<file path="config.mk">
export PLATFORM = sky130hd
export DESIGN_NAME = card_status_flags
export DESIGN_NICKNAME = d
export VERILOG_FILES = /design/src/inc/card_flags_pkg.sv /design/src/core/card_status_flags.sv
export SDC_FILE = /design/constraint.sdc
export NUM_CORES = 1
export LEC_CHECK = 0
export BUFFER_PORTS_ARGS = -buffer_cell sky130_fd_sc_hd__buf_2
export CAP_MARGIN = 20
export CORE_MARGIN = 5
export CORE_UTILIZATION = 53
export CTS_BUF_LIST = sky130_fd_sc_hd__clkbuf_4 sky130_fd_sc_hd__clkbuf_8
export DETAILED_ROUTE_END_ITERATION = 7
export GPL_ROUTABILITY_DRIVEN = 0
export PLACE_DENSITY = 0.95
export SYNTH_ARGS = -nofsm -noshare
export SYNTH_HDL_FRONTEND = slang
export SYNTH_SLANG_ARGS = --single-unit
export TNS_END_PERCENT = 10
</file>
<file path="constraint.sdc">
create_clock -name pclk -period 5.55 [get_ports pclk]
set_clock_uncertainty 0.15 [all_clocks]
set_input_delay 0.8325 -clock pclk [delete_from_list [all_inputs] [get_ports pclk]]
set_output_delay 0.8325 -clock pclk [all_outputs]
set_load 0.01 [all_outputs]
</file>
<file path="src/inc/card_flags_pkg.sv">
// Shared constants for the smart card serial status flag block.
package card_flags_pkg;
    // ****************************************
    // Register byte offsets on the APB bus.
    // ****************************************
    localparam logic [7:0] OFF_STATUS = 8'h00; // Serial status, card mode meaning.
    localparam logic [7:0] OFF_CONTROL = 8'h04; // Serial control register.
    localparam logic [7:0] OFF_CARD_MODE = 8'h08; // Card mode register.
    localparam logic [7:0] OFF_TX_DATA = 8'h0C; // Transmit holding register.
    localparam logic [7:0] OFF_RX_DATA = 8'h10; // Receive holding register.
    localparam logic [7:0] OFF_IRQ_STATUS = 8'h14; // Sticky event bits.
    localparam logic [7:0] OFF_IRQ_MASK = 8'h18; // Event enables.

    // ****************************************
    // Field positions.
    // ****************************************
    localparam int BIT_TX_EMPTY = 7; // Transmit holding empty.
    localparam int BIT_RX_FULL = 6; // Receive holding full.
    localparam int BIT_OVERRUN = 5; // Overrun error.
    localparam int BIT_ERR_SIG = 4; // Error signal status.
    localparam int BIT_TE = 0; // Transmit enable in the control register.
    localparam int BIT_RE = 1; // Receive enable in the control register.
    localparam int BIT_CARD_MODE = 0; // Card mode select in the card mode register.

    // Flag index order used in the flag vector and the event register.
    localparam int IDX_TX_EMPTY = 3;
    localparam int IDX_RX_FULL = 2;
    localparam int IDX_OVERRUN = 1;
    localparam int IDX_ERR_SIG = 0;
    localparam int NUM_FLAGS = 4;

    // ****************************************
    // Reset values.
    // ****************************************
    localparam logic [3:0] FLAGS_RESET = 4'h8; // Only transmit empty starts set.
    localparam logic [1:0] CONTROL_RESET = 2'h0;
    localparam logic [3:0] IRQ_MASK_RESET = 4'h0;

    // Depth of the pin synchroniser.
    localparam int SYNC_STAGES = 3;
endpackage

</file>
<file path="src/core/card_status_flags.sv">
// Smart card serial status flags with APB register access.
//
// Added by the designer: the register offsets and the APB interface to the registers.
`timescale 1ns/10ps
// Summary of operation
// - Card flag meaning only when card mode set
// - Tx empty resets 1, forced 1 without TE
// - Tx empty sets on holding-to-shift move
// - Tx empty cleared by read-one, write-zero
// - Tx empty cleared by DMA holding write
// - Rx full sets on clean reception, resets 0
// - Rx full cleared by read-one, write-zero
// - Rx full cleared by DMA holding read
// - Rx full kept when receive disabled
// - Overrun sets on reception while rx full
// - Overrun keeps old data, drops new
// - No reception start while overrun set
// - Overrun cleared by read-one, write-zero
// - Overrun kept when receive disabled
// - Error flag sets on sampled low signal
// - Error flag cleared by read-one, write-zero
// - Only zero writes clear status flags; ones ignored
module card_status_flags #(
    parameter int DATA_W = 8 // Character width.
) (
    input wire logic pclk,
    input wire logic presetn,
    input wire logic psel,
    input wire logic penable,
    input wire logic pwrite,
    input wire logic [7:0] paddr,
    input wire logic [31:0] pwdata,
    output logic [31:0] prdata,
    output logic pready,
    output logic pslverr,
    input wire logic tx_shift_load,
    output logic [DATA_W-1:0] tx_data,
    input wire logic rx_done,
    input wire logic rx_ok,
    input wire logic [DATA_W-1:0] rx_shift_reg,
    output logic [DATA_W-1:0] rx_holding_reg,
    output logic rx_start_allow,
    input wire logic card_line,
    input wire logic err_sample,
    input wire logic dma_tx_wr,
    input wire logic [DATA_W-1:0] dma_tx_data,
    input wire logic dma_rx_rd,
    output logic tx_empty_irq,
    output logic rx_full_irq,
    output logic irq
);
    // ****************************************
    // Parameter checks.
    // ****************************************
    // The character must fit the low bits of one bus word.
    if (DATA_W < 1 || DATA_W > 32) begin : g_bad_width
        $error("DATA_W must lie between 1 and 32.");
    end

    // ****************************************
    // Register storage.
    // ****************************************
    logic [3:0] flags_q; // Status flags, ordered by the package indices.
    logic [3:0] flags_d; // Next flag values.
    logic [3:0] armed_q; // Flag was read as one since it was last set.
    logic [3:0] armed_d; // Next armed values.
    logic [1:0] control_q; // Receive and transmit enables.
    logic card_mode_q; // Card mode select.
    logic [DATA_W-1:0] tx_hold_q; // Transmit holding register.
    logic [DATA_W-1:0] rx_hold_q; // Receive holding register.
    logic [3:0] irq_stat_q; // Sticky event bits.
    logic [3:0] irq_stat_d; // Next sticky event bits.
    logic [3:0] irq_mask_q; // Event enables.
    logic [31:0] prdata_q; // Registered read data.
    logic pready_q; // Registered ready.
    logic pslverr_q; // Registered error answer.
    logic tx_irq_q; // Transmit request to the DMA unit.
    logic rx_irq_q; // Receive request to the DMA unit.
    logic irq_q; // Combined interrupt.
    logic rx_allow_q; // Reception permitted.
    localparam int SYNC_STAGES_W = card_flags_pkg::SYNC_STAGES; // Synchroniser depth.
    logic [SYNC_STAGES_W-1:0] line_sync_q; // Pin synchroniser chain.
    logic line_level_q; // Filtered line level.

    // ****************************************
    // Bus decode.
    // ****************************************
    // Setup phase of any transfer; the answer is prepared here.
    wire setup = psel & ~penable;
    // Completing access phase; all side effects happen here only.
    wire access_done = psel & penable & pready_q;
    wire wr_done = access_done & pwrite;
    wire rd_done = access_done & ~pwrite;
    wire sel_status = (paddr == card_flags_pkg::OFF_STATUS);
    wire sel_control = (paddr == card_flags_pkg::OFF_CONTROL);
    wire sel_card = (paddr == card_flags_pkg::OFF_CARD_MODE);
    wire sel_tx = (paddr == card_flags_pkg::OFF_TX_DATA);
    wire sel_rx = (paddr == card_flags_pkg::OFF_RX_DATA);
    wire sel_istat = (paddr == card_flags_pkg::OFF_IRQ_STATUS);
    wire sel_imask = (paddr == card_flags_pkg::OFF_IRQ_MASK);
    wire mapped = sel_status | sel_control | sel_card | sel_tx | sel_rx
                  | sel_istat | sel_imask;

    // Enables as seen by the flag logic.
    wire tx_en = control_q[card_flags_pkg::BIT_TE];
    wire rx_en = control_q[card_flags_pkg::BIT_RE];
    wire card_on = card_mode_q;

    // ****************************************
    // Flag events.
    // ****************************************
    // holding-to-shift move
    wire set_tx = card_on & tx_en & tx_shift_load;
    wire dma_tx_clr = card_on & dma_tx_wr & tx_irq_q;
    wire dma_rx_clr = card_on & dma_rx_rd & rx_irq_q;
    // A reception only counts while allowed; one during overrun is dropped.
    wire rx_ev = card_on & rx_done & rx_allow_q;
    wire set_rx = rx_ev & rx_ok & ~flags_q[card_flags_pkg::IDX_RX_FULL];
    // reception onto a full holding register
    wire set_ovr = rx_ev & flags_q[card_flags_pkg::IDX_RX_FULL];
    // low error signal sampled from the card
    wire set_err = card_on & err_sample & ~line_level_q;
    wire [3:0] set_vec = {set_tx, set_rx, set_ovr, set_err};

    // Status fields in bus order, low bits read as zero.
    wire [31:0] status_word = {24'h000000, flags_q, 4'h0};
    wire [3:0] wr_flag_bits = pwdata[card_flags_pkg::BIT_TX_EMPTY:
                                     card_flags_pkg::BIT_ERR_SIG];

    // ****************************************
    // Per-flag clear and arm logic.
    // ****************************************
    // Each flag follows the same read-one, write-zero discipline, so one
    // loop builds them all; the hardware set always wins over any clear.
    logic [3:0] sw_clr; // Qualified software clear per flag.
    logic [3:0] arm_now; // Flag seen as one by a status read.
    genvar gi;
    for (gi = 0; gi < card_flags_pkg::NUM_FLAGS; gi++) begin : g_flag
        // clear needs an earlier read of one
        assign sw_clr[gi] = wr_done & sel_status & ~wr_flag_bits[gi] & armed_q[gi];
        // Arm from the word software was given, not the live flag: a set that
        // lands between setup and access must not arm a clear it never saw.
        assign arm_now[gi] = rd_done & sel_status
                             & prdata_q[card_flags_pkg::BIT_ERR_SIG + gi];
        // Setting the flag anew drops the arm so a stale read cannot clear it.
        assign armed_d[gi] = ~set_vec[gi] & flags_d[gi] & (armed_q[gi] | arm_now[gi]);
    end

    // ****************************************
    // Next flag values.
    // ****************************************
    // Receive enable is deliberately absent here: dropping it keeps flags.
    always_comb begin
        flags_d = flags_q;
        if (sw_clr[card_flags_pkg::IDX_TX_EMPTY] || dma_tx_clr) begin
            flags_d[card_flags_pkg::IDX_TX_EMPTY] = 1'b0;
        end
        if (set_tx || !tx_en) begin
            flags_d[card_flags_pkg::IDX_TX_EMPTY] = 1'b1;
        end
        // rx full untouched by receive enable
        if (sw_clr[card_flags_pkg::IDX_RX_FULL] || dma_rx_clr) begin
            flags_d[card_flags_pkg::IDX_RX_FULL] = 1'b0;
        end
        if (set_rx) begin
            flags_d[card_flags_pkg::IDX_RX_FULL] = 1'b1;
        end
        if (sw_clr[card_flags_pkg::IDX_OVERRUN]) begin
            flags_d[card_flags_pkg::IDX_OVERRUN] = 1'b0;
        end
        if (set_ovr) begin
            flags_d[card_flags_pkg::IDX_OVERRUN] = 1'b1;
        end
        if (sw_clr[card_flags_pkg::IDX_ERR_SIG]) begin
            flags_d[card_flags_pkg::IDX_ERR_SIG] = 1'b0;
        end
        if (set_err) begin
            flags_d[card_flags_pkg::IDX_ERR_SIG] = 1'b1;
        end
    end

    // ****************************************
    // Sticky interrupt events.
    // ****************************************
    // Write one to clear; an event in the same cycle keeps its bit set.
    wire [3:0] istat_clr = (wr_done & sel_istat) ? pwdata[3:0] : 4'h0;
    assign irq_stat_d = (irq_stat_q & ~istat_clr) | set_vec;

    // ****************************************
    // Read data selection.
    // ****************************************
    logic [31:0] rd_mux; // Read word for the addressed register.
    always_comb begin
        rd_mux = 32'h00000000;
        if (sel_status) begin
            rd_mux = status_word;
        end else if (sel_control) begin
            rd_mux = {30'h00000000, control_q};
        end else if (sel_card) begin
            rd_mux = {31'h00000000, card_mode_q};
        end else if (sel_tx) begin
            rd_mux[DATA_W-1:0] = tx_hold_q;
        end else if (sel_rx) begin
            rd_mux[DATA_W-1:0] = rx_hold_q;
        end else if (sel_istat) begin
            rd_mux = {28'h0000000, irq_stat_q};
        end else if (sel_imask) begin
            rd_mux = {28'h0000000, irq_mask_q};
        end
    end

    // ****************************************
    // Pin synchroniser.
    // ****************************************
    // Three stages; the first is read only by the second stage.
    always_ff @(posedge pclk or negedge presetn) begin
        if (!presetn) begin
            line_sync_q <= '1;
        end else begin
            line_sync_q <= {line_sync_q[SYNC_STAGES_W-2:0], card_line};
        end
    end

    // A change is accepted only once the last two stages agree, which
    // filters a one-cycle glitch at the cost of a cycle of latency.
    always_ff @(posedge pclk or negedge presetn) begin
        if (!presetn) begin
            line_level_q <= 1'b1;
        end else if (line_sync_q[SYNC_STAGES_W-1] == line_sync_q[SYNC_STAGES_W-2]) begin
            line_level_q <= line_sync_q[SYNC_STAGES_W-1];
        end
    end

    // ****************************************
    // Flag and arm registers.
    // ****************************************
    // transmit empty starts set
    always_ff @(posedge pclk or negedge presetn) begin
        if (!presetn) begin
            flags_q <= card_flags_pkg::FLAGS_RESET;
            armed_q <= 4'h0;
        end else begin
            flags_q <= flags_d;
            armed_q <= armed_d;
        end
    end

    // ****************************************
    // Control registers.
    // ****************************************
    // Software owns the enables, card mode and event mask.
    always_ff @(posedge pclk or negedge presetn) begin
        if (!presetn) begin
            control_q <= card_flags_pkg::CONTROL_RESET;
            card_mode_q <= 1'b0;
            irq_mask_q <= card_flags_pkg::IRQ_MASK_RESET;
        end else if (wr_done) begin
            if (sel_control) begin
                control_q <= pwdata[1:0];
            end
            if (sel_card) begin
                card_mode_q <= pwdata[card_flags_pkg::BIT_CARD_MODE];
            end
            if (sel_imask) begin
                irq_mask_q <= pwdata[3:0];
            end
        end
    end

    // ****************************************
    // Holding registers.
    // ****************************************
    // The DMA write takes priority over a software write in the same cycle.
    always_ff @(posedge pclk or negedge presetn) begin
        if (!presetn) begin
            tx_hold_q <= '0;
        end else if (dma_tx_clr) begin
            tx_hold_q <= dma_tx_data;
        end else if (wr_done && sel_tx) begin
            tx_hold_q <= pwdata[DATA_W-1:0];
        end
    end

    always_ff @(posedge pclk or negedge presetn) begin
        if (!presetn) begin
            rx_hold_q <= '0;
        end else if (set_rx) begin
            rx_hold_q <= rx_shift_reg;
        end
    end

    // ****************************************
    // Events and outputs.
    // ****************************************
    // All outputs of this block come from flip-flops fed by next-state values.
    always_ff @(posedge pclk or negedge presetn) begin
        if (!presetn) begin
            irq_stat_q <= 4'h0;
            irq_q <= 1'b0;
            tx_irq_q <= 1'b0;
            rx_irq_q <= 1'b0;
            rx_allow_q <= 1'b0;
        end else begin
            irq_stat_q <= irq_stat_d;
            irq_q <= |(irq_stat_d & irq_mask_q);
            // The DMA requests follow the flags only in card mode; the transmit one also needs TE.
            tx_irq_q <= card_on & tx_en & flags_d[card_flags_pkg::IDX_TX_EMPTY];
            rx_irq_q <= card_on & flags_d[card_flags_pkg::IDX_RX_FULL];
            rx_allow_q <= card_on & rx_en & ~flags_d[card_flags_pkg::IDX_OVERRUN];
        end
    end

    // ****************************************
    // APB answer.
    // ****************************************
    // The answer is built in setup, so every access ends after one cycle.
    always_ff @(posedge pclk or negedge presetn) begin
        if (!presetn) begin
            pready_q <= 1'b0;
            pslverr_q <= 1'b0;
            prdata_q <= 32'h00000000;
        end else if (setup) begin
            pready_q <= 1'b1;
            pslverr_q <= ~mapped;
            prdata_q <= pwrite ? 32'h00000000 : rd_mux;
        end else begin
            pready_q <= 1'b0;
            pslverr_q <= 1'b0;
        end
    end

    assign prdata = prdata_q;
    assign pready = pready_q;
    assign pslverr = pslverr_q;
    assign tx_data = tx_hold_q;
    assign rx_holding_reg = rx_hold_q;
    assign rx_start_allow = rx_allow_q;
    assign tx_empty_irq = tx_irq_q;
    assign rx_full_irq = rx_irq_q;
    assign irq = irq_q;
endmodule

</file>
==> summary.txt <==
Status
  – Status: finished clean

Synthesis
  – Post-synth top area cell: dfrtp_1
  – EDFF count, synth: 0
  – Synth cell count leaders: dfrtp_1 (48), nand2_1 (32), buf_4 (24), o21ai_0 (14), nand3_1 (13)
  – Post-synth cell types: 50
  – Asr flop ratio synth: 1.00
  – Post-synthesis cell count: 268
  – Synthesized area: around 0.0028 mm2
  – Ranking of synthesized cells by area: dfrtp_1 (44%), buf_4 (6.5%), dfstp_2 (4.8%)
  – Flops & latches, synth: 53
  – Synth Warn #: 0
  – Sequential area share after synthesis: 0.484
  – Syn avg cell area: around 10 um2
  – Yosys top cell area share: 0.436
  – Top-count cell post-synth: dfrtp_1
  – Most used DFF post-synth: dfrtp_1

Finish
  – Filler cell count in the final layout: 397
  – Area Growth Syn to Fin: 15.8%
  – # diodes: 0
  – Layout cell share with drive strength beyond 1: 0.308
  – Layout Nets: between 400 and 500

Clock tree
  – Hold buffer count at CTS: 0
  – Setup repair bufs after CTS: 0
  – Clk Latency, worst-skew pair: approximately 0.32 ns
  – CTS tree: done
  – CTS buffer count: 5
  – Root buf cell: clkbuf_8
  – Clock tree buffer depth: 2
  – # clock sinks: 53
  – CTS clk-pin slew, worst paths: roughly 0.09 ns
  – Post-CTS sizing: 0
  – CTS H-Tree Depth: 2

Timing
  – Final worst setup slack: roughly 2.9 ns
  – Final Critical Period: between 2 and 3 ns
  – Period utilisation layout: 0.481
  – Endpoints failing setup: 0
  – RSZ-0062 raised after global routing: no
  – Worst Max-Slew Pin Slew: 1.01 ns
  – Worst hold slack: between 0.2 and 0.25 ns
  – Headroom to the max-slew limit: 0.324
  – Fmax: 374 MHz
  – Final slew viol count: 0
  – Fin Setup TNS: 0 ns
  – Hold Vio Cnt, Final: 0

Die
  – Die W: approximately 80 um
  – Num ports: about 120
  – DIE AREA: 0.00674 mm2
  – Die height: roughly 80 um
  – Row count: 26
  – Starting Density: 0.543
  – Core area: a little over 0.005 mm2

Route
  – DR pass1 iterations: 6
  – 1st-iter DRT viols: 242
  – Avg WL per Cell: around 18 um
  – Remaining antenna violation count after routing: 0
  – DRC: 0
  – Final WL: 7330 um
  – DR vias/cell: roughly 6
  – Routed vias: 2430

Place
  – Dpl ws: around 2.6 ns
  – Post-DP HPWL: approximately 5600 um
  – Port bufs: 73

Setup path
  – CP max FO: 8
  – CP required: roughly 5.6 ns
  – Reg2Reg Setup Slack: 3.18 ns
  – Setup crit start kind: input port
  – Worst reg2reg startpoint: card_mode_q
  – Critical Path Start: paddr[4]
  – Critical Path End Type: register
  – Crit path kind: input port to register
  – Critical Path AT: about 2.7 ns

GRT
  – First-pass GRT wire length: between 10000 and 15000 um
  – Gr usage total: 0.227
  – Largest net degree at the start of global routing: 54
  – Initial antenna violation count: 0
  – Vias in the first global route: around 2.3k
  – Grt ovf: 0

Pwr
  – IR drop worst, VDD: slightly below 200 uV
  – Leak: roughly 1.6 nW
  – PwrDens: ~210 mW/mm2

Flow run
  – Max cap viols: 0

Worst hold path
  – Tightest Hold Check Type: register to register
  – HP Start: line_sync_q[0]
-- layer usage --
layer	vias to the layer above	track usage	part of all wire
met5	-	0	0
met4	0	0.103	0.032
met3	26	0.0570	0.11
met2	172	0.380	0.48
met1	1148	0.275	0.38
li1	1084	-	-
-- cell usage in the layout (no fill, tap or decap), types with 2 or more instances in the layout --
| master | netlist | routed |
|---|---|---|
| inv_1 | 7 | 7 |
| buf_2 | 1 | 73 |
| a21o_1 | 4 | 4 |
| nor2_1 | 7 | 7 |
| or3_1 | 3 | 3 |
| clkinvlp_4 | 0 | 2 |
| a31oi_1 | 5 | 5 |
| a222oi_1 | 2 | 2 |
| conb_1 | 1 | 24 |
| nand4_1 | 2 | 2 |
| nand3b_1 | 4 | 4 |
| nor4_1 | 2 | 2 |
| dfrtp_1 | 48 | 48 |
| nand2b_1 | 6 | 6 |
| and3_1 | 2 | 2 |
| nor3_2 | 2 | 2 |
| nand2_1 | 32 | 32 |
| o21ai_0 | 14 | 14 |
| nor3_1 | 4 | 4 |
| or4_1 | 2 | 2 |
| o211ai_1 | 7 | 7 |
| mux2_2 | 10 | 10 |
| nand3_1 | 13 | 13 |
| mux2i_1 | 11 | 11 |
| a211o_1 | 2 | 2 |
| a32oi_1 | 8 | 8 |
| dfstp_2 | 5 | 5 |
| o21ai_1 | 5 | 5 |
| mux2_1 | 4 | 4 |
| nor3b_1 | 3 | 2 |
| a21oi_1 | 3 | 3 |
| clkbuf_8 | 0 | 5 |
| buf_4 | 24 | 2 |
-- critical path: stages --
cell	delay (ns)
buf_2	0.15
nor4_2	0.74
nand3_1	0.30
o311ai_1	0.50
a221oi_1	0.17
-- stage by stage --
| stage | instances | area (um2) | utilization | power (mW) |
|---|---|---|---|---|
| CTS | 411 | 3190 | 0.628 | 0.675 |
| finish | 411 | 3190 | 0.628 | 0.675 |
| detailed placement | 403 | 3100 | 0.610 | 0.458 |
| floorplan | 291 | 2840 | - | 0.436 |
| global placement | 403 | 3100 | 0.610 | 0.456 |
| global route | 411 | 3190 | 0.628 | 0.703 |
-- final timing paths --
| path | end | cells past startpoint |
|---|---|---|
| setup / recovery | armed_q[3] | 5 |
| hold / removal | line_sync_q[1] | 0 |
| setup reg to reg | rx_holding_reg[6] | 3 |
| hold reg to reg | line_sync_q[1] | 0 |
| max in group asynchronous | rx_holding_reg[7] | 2 |
| min in group asynchronous | control_q[0] | 2 |
-- kinds of logic (layout without fill, tap and decap cells) --
| kind of cell | count (synthesis) | count (layout) | share of synthesized area |
|---|---|---|---|
| buf+inv | 40 | 90 | 0.0877 |
| compound gates | 57 | 57 | 0.142 |
| other cells | 1 | 24 | 0.00136 |
| fa+ha+maj | 1 | 1 | 0.00363 |
| simple gates | 91 | 91 | 0.184 |
| flops | 53 | 53 | 0.484 |
| mux | 25 | 25 | 0.0972 |
-- layout make-up --
cell class	instances	area (um2)	area share
clock buffers	6	76.3	0.0239
clock inverters	2	15.0	0.00471
inverters	7	26.3	0.00824
multi-input cells	198	1270	0.399
flip-flops and latches	53	1330	0.418
well taps	70	87.6	0.0275
repair buffers	75	380	0.119
-- where the power goes --
| group | switching, mW | internal (mW) | total [mW] |
|---|---|---|---|
| clock | 0.129 | 0.0940 | 0.223 |
| sequential | 0.00223 | 0.391 | 0.393 |
| combinational | 0.0391 | 0.0191 | 0.0582 |
| total | 0.171 | 0.504 | 0.675 |
Note: power is estimated with default switching activity, not from simulation.
